===== src/verilog/uoam_params.svh =====
// uoam_params.svh: constants of the connectivity-check message link.
// assumes a single 200 MHz packet-processing clock for both ends.
`ifndef UOAM_PARAMS_SVH
`define UOAM_PARAMS_SVH

// field widths
`define UOAM_BID_W       16
`define UOAM_HDR_W       32
`define UOAM_TS_W        32
`define UOAM_TBL_N       4
`define UOAM_TBL_IW      2

// message type and code encodings
`define UOAM_TYPE_QUERY  8'h00
`define UOAM_TYPE_REPLY  8'h08
`define UOAM_CODE_VALID  8'h00
`define UOAM_CODE_NOVAL  8'h01
`define UOAM_CODE_ACK    8'h00
`define UOAM_CODE_BAD    8'h01

// message length in bytes, without and with the three timestamps
`define UOAM_LEN_BASE    16'h0014
`define UOAM_LEN_TS      16'h0020

// service-specific field layout for circuit-emulation cell payloads
`define UOAM_SSI_SLOT_LO 16
`define UOAM_SSI_UNIT_LO 24

// timestamp resolution
`define UOAM_CLK_PERIOD_NS  5
`define UOAM_RES_FINE_NS    1000
`define UOAM_RES_COARSE_NS  100000
`define UOAM_PRE_W          15

// reply wait on the querying end, in clock cycles
`define UOAM_WAIT_CYC    16'h0FFF

`endif


===== src/verilog/uoam_pkg.sv =====
// uoam_pkg.sv: message layout shared by both ends of the link.
// assumes uoam_params.svh is on the include path.
`include "uoam_params.svh"

package uoam_pkg;

  // one whole connectivity message, moved across the link in one cycle
  typedef struct packed {
    logic [`UOAM_HDR_W-1:0] psn_hdr;   // data-path header layers, opaque
    logic [`UOAM_BID_W-1:0] bid;       // oam bundle identifier
    logic [2:0]             lrm;       // local fail, remote fail, modifier
    logic [15:0]            len;
    logic [15:0]            seq;
    logic [7:0]             mtype;
    logic [7:0]             mcode;
    logic [31:0]            ssi;
    logic [`UOAM_BID_W-1:0] src_bid;
    logic [`UOAM_BID_W-1:0] dst_bid;
    logic                   ts_on;     // timestamps present
    logic                   ts_fine;   // 1 us when set, else 100 us
    logic [`UOAM_TS_W-1:0]  ts_src_tx;
    logic [`UOAM_TS_W-1:0]  ts_dst_rx;
    logic [`UOAM_TS_W-1:0]  ts_dst_tx;
  } uoam_msg_s;

  typedef logic [`UOAM_TBL_N-1:0][`UOAM_BID_W-1:0] uoam_tbl_t;

endpackage


===== src/verilog/uoam_if.sv =====
// uoam_if.sv: the packet-network link between querier and responder.
// assumes both ends share one clock; each message is a one-cycle strobe.
`timescale 1ns/1ps
`default_nettype none

interface uoam_if;
  logic                q_valid;
  uoam_pkg::uoam_msg_s q_msg;
  logic                r_valid;
  uoam_pkg::uoam_msg_s r_msg;

  modport querier   (output q_valid, output q_msg,
                     input  r_valid, input  r_msg);
  modport responder (input  q_valid, input  q_msg,
                     output r_valid, output r_msg);
endinterface

`default_nettype wire


===== src/verilog/uoam_responder.sv =====
// uoam_responder.sv: answering end of the connectivity check.
// assumes the querier shares clk; link strobes need no synchroniser.
`timescale 1ns/1ps
`default_nettype none
`include "uoam_params.svh"

// Function
// - oam packets use identifiers from lookup table
// - reuse data header layers, only identifier differs
// - copy current failure and modifier flags
// - length field holds message bytes
// - own sequence; query increments, reply copies
// - type 0 query, 8 reply
// - query code 0 validate, 1 not
// - reply code 0 ack, 1 mismatch
// - unused service field sent as zeros
// - bits 16-23 carry timeslot count
// - bits 24-31 carry segmentation units per packet
// - source and destination identifiers per direction
// - timestamps only when measuring, two resolutions
// - querier stamps transmit, responder receive and transmit
module uoam_responder #(
  parameter int unsigned COARSE_CYC =
    `UOAM_RES_COARSE_NS / `UOAM_CLK_PERIOD_NS
) (
  input  wire logic                   clk,
  input  wire logic                   rst,
  uoam_if.responder                   link,
  input  wire uoam_pkg::uoam_tbl_t    oam_id_tbl,
  input  wire logic [`UOAM_TBL_IW-1:0] oam_id_sel,
  input  wire logic [`UOAM_HDR_W-1:0] psn_hdr,
  input  wire logic [2:0]             lrm,
  input  wire logic [`UOAM_BID_W-1:0] tx_bid,
  input  wire logic [`UOAM_BID_W-1:0] rx_bid,
  input  wire logic                   aal1_mode,
  input  wire logic                   cfg_exchange,
  input  wire logic [7:0]             slots,
  input  wire logic [7:0]             units,
  input  wire logic                   ts_enable,
  input  wire logic                   ts_fine,
  output logic                        query_seen,
  output logic                        mismatch,
  output logic                        bad_id,
  output logic [15:0]                 query_count
);

  localparam logic [`UOAM_PRE_W-1:0] FINE_LAST =
    `UOAM_PRE_W'(`UOAM_RES_FINE_NS / `UOAM_CLK_PERIOD_NS - 1);
  localparam logic [`UOAM_PRE_W-1:0] COARSE_LAST =
    `UOAM_PRE_W'(COARSE_CYC - 1);

  typedef struct packed {
    logic [`UOAM_PRE_W-1:0] pre;
    logic [`UOAM_TS_W-1:0]  ts;
    logic                   r_valid;
    uoam_pkg::uoam_msg_s    r_msg;
    logic                   seen;
    logic                   mism;
    logic                   bad;
    logic [15:0]            count;
  } uoam_resp_s;

  uoam_resp_s st;
  uoam_resp_s next_st;
  logic [`UOAM_TBL_N-1:0] id_hit;
  logic [`UOAM_PRE_W-1:0] pre_last;
  logic                   differs;
  logic [31:0]            own_ssi;

  // identifier lookup, one comparator per table entry
  genvar gi;
  generate
    for (gi = 0; gi < `UOAM_TBL_N; gi++) begin : g_hit
      assign id_hit[gi] = (link.q_msg.bid == oam_id_tbl[gi]);
    end
  endgenerate

  // local service description, zero when not exchanging configuration
  always_comb begin
    own_ssi = 32'h0000_0000;
    if (cfg_exchange && aal1_mode) begin
      own_ssi[`UOAM_SSI_SLOT_LO +: 8] = slots;
      own_ssi[`UOAM_SSI_UNIT_LO +: 8] = units;
    end
  end

  // configuration check: the querier's send direction is our receive one
  always_comb begin
    differs = (link.q_msg.src_bid != rx_bid)
           || (link.q_msg.dst_bid != tx_bid);
    // a zero service field means the querier shares no configuration
    if (aal1_mode && (link.q_msg.ssi != 32'h0000_0000)) begin
      differs = differs
        || (link.q_msg.ssi[`UOAM_SSI_SLOT_LO +: 8] != slots)
        || (link.q_msg.ssi[`UOAM_SSI_UNIT_LO +: 8] != units);
    end
  end

  assign pre_last = ts_fine ? FINE_LAST : COARSE_LAST;

  // timestamp clock, answer builder and counters
  always_comb begin
    next_st         = st;
    next_st.r_valid = 1'b0;
    next_st.seen    = 1'b0;
    next_st.mism    = 1'b0;
    next_st.bad     = 1'b0;
    // resolution change keeps the prescaler count; any count at or past the new limit wraps to zero and ticks the time
    if (st.pre >= pre_last) begin
      next_st.pre = '0;
      next_st.ts  = st.ts + `UOAM_TS_W'(1);
    end else begin
      next_st.pre = st.pre + `UOAM_PRE_W'(1);
    end
    // answer stamps are held one cycle later, when the reply leaves
    if (st.r_valid && st.r_msg.ts_on) begin
      next_st.r_msg.ts_dst_tx = st.ts;
    end
    if (link.q_valid && (link.q_msg.mtype == `UOAM_TYPE_QUERY)) begin
      if (id_hit == '0) begin
        next_st.bad = 1'b1;
      end else begin
        next_st.seen    = 1'b1;
        next_st.count   = st.count + 16'h0001;
        next_st.r_valid = 1'b1;
        next_st.r_msg.psn_hdr = psn_hdr;
        next_st.r_msg.bid     = oam_id_tbl[oam_id_sel];
        next_st.r_msg.lrm     = lrm;
        next_st.r_msg.seq     = link.q_msg.seq;
        next_st.r_msg.mtype   = `UOAM_TYPE_REPLY;
        next_st.r_msg.ssi     = own_ssi;
        next_st.r_msg.src_bid = tx_bid;
        next_st.r_msg.dst_bid = rx_bid;
        // only a validating query is checked against our configuration
        if ((link.q_msg.mcode == `UOAM_CODE_VALID) && differs) begin
          next_st.r_msg.mcode = `UOAM_CODE_BAD;
          next_st.mism        = 1'b1;
        end else begin
          next_st.r_msg.mcode = `UOAM_CODE_ACK;
        end
        // measurement follows the query so both ends agree on the layout
        next_st.r_msg.ts_on   = link.q_msg.ts_on & ts_enable;
        next_st.r_msg.ts_fine = link.q_msg.ts_fine;
        if (link.q_msg.ts_on && ts_enable) begin
          next_st.r_msg.len       = `UOAM_LEN_TS;
          next_st.r_msg.ts_src_tx = link.q_msg.ts_src_tx;
          next_st.r_msg.ts_dst_rx = st.ts;
          next_st.r_msg.ts_dst_tx = next_st.ts;
        end else begin
          next_st.r_msg.len       = `UOAM_LEN_BASE;
          next_st.r_msg.ts_src_tx = '0;
          next_st.r_msg.ts_dst_rx = '0;
          next_st.r_msg.ts_dst_tx = '0;
        end
      end
    end
  end

  // the whole state is one register
  always_ff @(posedge clk) begin
    if (rst) begin
      st <= '0;
    end else begin
      st <= next_st;
    end
  end

  assign link.r_valid = st.r_valid;
  assign link.r_msg   = st.r_msg;
  assign query_seen   = st.seen;
  assign mismatch     = st.mism;
  assign bad_id       = st.bad;
  assign query_count  = st.count;

endmodule // uoam_responder

`default_nettype wire


===== src/flat_wrapper.sv =====
// flat-port wrapper written by rule: the top's interface ports become plain ports
module uoam_responder_flat 
#(
  parameter int unsigned COARSE_CYC =
    `UOAM_RES_COARSE_NS / `UOAM_CLK_PERIOD_NS
)
  (clk, rst, oam_id_tbl, oam_id_sel, psn_hdr, lrm, tx_bid, rx_bid, aal1_mode, cfg_exchange, slots, units, ts_enable, ts_fine, query_seen, mismatch, bad_id, query_count, link_q_valid, link_q_msg, link_r_valid, link_r_msg);
  uoam_if link_i ();
  input  wire logic clk;
  input  wire logic rst;
  input  wire uoam_pkg::uoam_tbl_t oam_id_tbl;
  input  wire logic [`UOAM_TBL_IW-1:0] oam_id_sel;
  input  wire logic [`UOAM_HDR_W-1:0] psn_hdr;
  input  wire logic [2:0] lrm;
  input  wire logic [`UOAM_BID_W-1:0] tx_bid;
  input  wire logic [`UOAM_BID_W-1:0] rx_bid;
  input  wire logic aal1_mode;
  input  wire logic cfg_exchange;
  input  wire logic [7:0] slots;
  input  wire logic [7:0] units;
  input  wire logic ts_enable;
  input  wire logic ts_fine;
  output logic query_seen;
  output logic mismatch;
  output logic bad_id;
  output logic [15:0] query_count;
  input wire logic [$bits(link_i.q_valid)-1:0] link_q_valid;
  input wire logic [$bits(link_i.q_msg)-1:0] link_q_msg;
  output wire logic [$bits(link_i.r_valid)-1:0] link_r_valid;
  output wire logic [$bits(link_i.r_msg)-1:0] link_r_msg;
  assign link_i.q_valid = link_q_valid;
  assign link_i.q_msg = link_q_msg;
  assign link_r_valid = link_i.r_valid;
  assign link_r_msg = link_i.r_msg;
  uoam_responder #(.COARSE_CYC(COARSE_CYC)) u_core (.clk(clk), .rst(rst), .link(link_i), .oam_id_tbl(oam_id_tbl), .oam_id_sel(oam_id_sel), .psn_hdr(psn_hdr), .lrm(lrm), .tx_bid(tx_bid), .rx_bid(rx_bid), .aal1_mode(aal1_mode), .cfg_exchange(cfg_exchange), .slots(slots), .units(units), .ts_enable(ts_enable), .ts_fine(ts_fine), .query_seen(query_seen), .mismatch(mismatch), .bad_id(bad_id), .query_count(query_count));
endmodule

===== config.mk =====
export PLATFORM = sky130hd
export DESIGN_NAME = uoam_responder_flat
export DESIGN_NICKNAME = d
export VERILOG_FILES = /design/src/verilog/uoam_pkg.sv /design/src/verilog/uoam_if.sv /design/src/verilog/uoam_responder.sv /design/src/flat_wrapper.sv
export VERILOG_INCLUDE_DIRS = /design/src /design/src/verilog
export SDC_FILE = /design/constraint.sdc
export NUM_CORES = 1
export LEC_CHECK = 0
export BUFFER_PORTS_ARGS = -buffer_cell sky130_fd_sc_hd__buf_2
export CAP_MARGIN = 0
export CORE_AREA = 5 5 266 268
export CTS_CLUSTER_SIZE = 14
export DETAILED_ROUTE_END_ITERATION = 6
export DIE_AREA = 0 0 271 273
export MAX_ROUTING_LAYER = met4
export SLEW_MARGIN = 20
export SYNTH_ARGS = -nofsm -noshare
export SYNTH_HDL_FRONTEND = slang
export SYNTH_SLANG_ARGS = --single-unit

===== constraint.sdc =====
create_clock -name clk -period 7.98 [get_ports clk]
set_input_delay 1.596 -clock clk [delete_from_list [all_inputs] [get_ports clk]]
set_output_delay 1.596 -clock clk [all_outputs]
set_load 0.01 [all_outputs]

==> impl_metrics.env <==
export IMPL_post_place_ws_ns=2.38
export IMPL_start_util_pct=22.0
export IMPL_route_detailed_drc=0
export IMPL_cp_start_kind="primary input"
export IMPL_grt_pass1_wl_um=86700
export IMPL_placedCellCount=2920
export IMPL_clk_pin_slew_worst_paths_ns=0.06
export IMPL_finalCritPeriodShare_pct=62.9
export IMPL_drt_pass1_iter_count=5
export IMPL_die_h_um=273
export IMPL_cts_hold_buf=0
export IMPL_h_tree_depth=2
export IMPL_nets=2504
export IMPL_required_ns=8.36
export IMPL_synth_avg_cell_area_um2=8.14
export IMPL_cts_resized=0
export IMPL_r2r_slack_ns=4.91
export IMPL_final_layout_size_suffix_gt1_share_pct=31.0
export IMPL_grt_use_total_pct=15.8
export IMPL_muxShareOfSynthArea_pct=2.81
export IMPL_finalSetupViolCount=0
export IMPL_cts_made_buffers=36
export IMPL_yosysUniqueCellTypes=55
export IMPL_fin_worst_skew_ns=0.0241
export IMPL_ys_seq_area_share_pct=37.7
export IMPL_synth_top_family_by_area="simple AND/OR/NAND/NOR gates"
export IMPL_syn_instance_count=1841
export IMPL_fin_cells=2990
export IMPL_status="completed"
export IMPL_syn_to_final_growth_pct=19.3
export IMPL_grt_max_degree=115
export IMPL_ys_top_cells_by_area="dfxtp_1, buf_4, nand2_1"
export IMPL_critical_path_max_stage_delay_ns=0.64
export IMPL_synth_enable_flop_cells=0
export IMPL_fin_ws_ns=2.96
export IMPL_ant_nets=0
export IMPL_wl_per_cell_um=20.2
export IMPL_die_w_um=271
export IMPL_worstSetupPathType="primary input to flop"
export IMPL_timing_fmax_mhz=199
export IMPL_io_pins=698
export IMPL_critPathBufInv=3
export IMPL_crit_path_end_kind="flop"
export IMPL_yosysTopAreaCell="dfxtp_1"
export IMPL_grt_pass1_vias=13101
export IMPL_viasPerCell=4.47
export IMPL_drtIter0Drc=876
export IMPL_rsz0062_at_grt="false"
export IMPL_crit_path_frequent_cell="buf_4"
export IMPL_p_leak_uw=0.00728
export IMPL_synth_top_flop_cell="dfxtp_1"
export IMPL_cts_path_max_buffers=3
export IMPL_gp_congestion=0.908
export IMPL_fin_setup_tns_ns=0
export IMPL_fp_dieArea_um2=74000
export IMPL_vias=13371
export IMPL_relSlewSlack_pct=35.3
export IMPL_synthAdderAreaFrac_pct=0.919
export IMPL_critPathTopFamily="simple AND/OR/NAND/NOR gates"
export IMPL_cap_violations=0
export IMPL_fp_coreArea_um2=68100
export IMPL_cp_arrival_ns=5.40
export IMPL_rows=96
export IMPL_power_total_uw=3460
export IMPL_final_hold_violation_count=0
export IMPL_ir_drop_mv=0.126
export IMPL_worstPathCellList="buf_2 > xnor2_1 > nand4_1 > nor4_1 > or4_1 > nand2_4 > buf_4 > buf_4 > nand2_1 > a21oi_1"
export IMPL_synthArstFlopShare_pct=0
export IMPL_postCtsSetupBuffers=0
export IMPL_cts_tree="done"
export IMPL_cts_sinks=282
export IMPL_grt_antenna_before_repair=15
export IMPL_synth_compound_area_share_pct=11.1
export IMPL_crit_fanout=75
export IMPL_syn_area_um2=15000
export IMPL_cts_root_buf="clkbuf_16"
export IMPL_final_max_slew_viol_count=0
export IMPL_io_buffers=539
export IMPL_hold_path_class="flop to flop"
export IMPL_worst_pin_slew_ns=0.970
export IMPL_min_period_ns=5.02
export IMPL_clk_latency_ns=0.56
export IMPL_crit_path_top_delay_cell="or4_1"
export IMPL_grt_ovfl_total=0
export IMPL_drt_total_wl_um=60300
export IMPL_yosysWarnings=0
export IMPL_post_dp_hpwl_um=46700
export IMPL_synth_top_area_share_pct=37.7
export IMPL_synth_seq_cells=282
export IMPL_synth_xor_area_share_pct=8.83
export IMPL_synthSimpleGateAreaFrac_pct=21.0
export IMPL_p_per_area_nw_per_um2=193
## state kept, by name (all words and copies together), names as in the netlist
signal              count
u_core.bad_id           1
u_core.st              47
u_core.link.r_msg     216
u_core.query_count     16
u_core.query_seen       1
u_core.mismatch         1
## worst min-delay path: cells and delay by family (launching register included)
family / cells / cell delay [ns]
compound gates: 1 / 0.05
flops: 1 / 0.30
simple gates: 1 / 0.05
## layout by cell type, fill, tap and decap left out, types with 3 or more instances in the layout
cell / instances
o21ai_0: 13
nand3_1: 108
nand3b_1: 9
clkbuf_8: 9
xnor2_1: 105
conb_1: 43
mux2i_1: 5
or3_1: 3
nor3_1: 22
buf_2: 538
a32oi_1: 20
o22ai_1: 4
nor2_1: 68
and4_1: 5
nand4_1: 40
clkinv_2: 6
nor4_4: 3
bufinv_16: 6
o31ai_1: 7
and3_1: 13
inv_1: 19
o21a_1: 16
clkinvlp_4: 3
or4_1: 11
o31a_1: 8
buf_4: 16
mux4_2: 16
a21oi_1: 193
diode_2: 6
dfxtp_1: 282
xor2_1: 46
and2_1: 3
o21ai_1: 6
ha_1: 11
clkbuf_16: 36
nor4_1: 47
nand2_1: 322
## routing by layer
layer | wire [um] | track usage, %
met5 | 0 | -
met4 | 1520 | 4.00
met3 | 6260 | 5.79
met2 | 28000 | 25.9
met1 | 24500 | 18.4
## per-stage QoR
| step | hold WS, ns | util (%) | instance area [um2] |
|---|---|---|---|
| floorplan | 0.427 | - | 15100 |
| global placement | 0.436 | 24.3 | 16500 |
| detailed placement | 0.441 | 24.3 | 16500 |
| CTS | 0.449 | 26.2 | 17800 |
| global route | 0.460 | 26.2 | 17900 |
| finish | 0.445 | 26.2 | 17900 |
## worst paths after layout
path,start,endpoint,cells past startpoint
hold / removal,u_core.link.r_msg[78],u_core.link.r_msg[78],2
setup / recovery,link_q_msg[218],u_core.link.r_msg[126],10
hold reg to reg,u_core.link.r_msg[78],u_core.link.r_msg[78],2
setup reg to reg,u_core.st[284],u_core.link.r_msg[31],7
## synth_stat cells (13+ instances only)
library cell and number:
nand3_1 108, clkbuf_1 90, nor4_1 47, buf_1 20, buf_4 278, xor2_1 46, mux4_2 16, o21a_1 16
nor2_1 70, o21ai_0 13, nand2_1 323, inv_1 19, dfxtp_1 282, xnor2_1 105, and3_1 13, nor3_1 22
a32oi_1 20, nand4_1 40, a21oi_1 193
## cells by family after synthesis
| logic type | count (synthesis) |
|---|---|
| AND/OR/NAND/NOR | 670 |
| AO/OA/AOI/OAI | 284 |
| flip-flops | 282 |
| XOR/XNOR | 151 |
| other | 1 |
| buffers and inverters | 420 |
| adder cells (fa/ha/maj) | 11 |
| multiplexers | 22 |
## power breakdown
| group | leakage (uW) | switching, uW | internal (uW) |
|---|---|---|---|
| registers | 0.00227 | 1.32 | 1410 |
| logic | 0.00437 | 145 | 108 |
| clock network | 0.000636 | 690 | 1100 |
## layout make-up
type | count | area [um2]
diodes | 6 | 15.0
clock buffers | 45 | 1010
clock inverters | 19 | 287
fillers | 7521 | 50200
inverters | 19 | 71.3
multi-input cells | 1181 | 6890
flip-flops and latches | 282 | 5650
well taps | 882 | 1100
repair buffers | 556 | 2850
No activity file was read; power rests on OpenSTA's default activity.
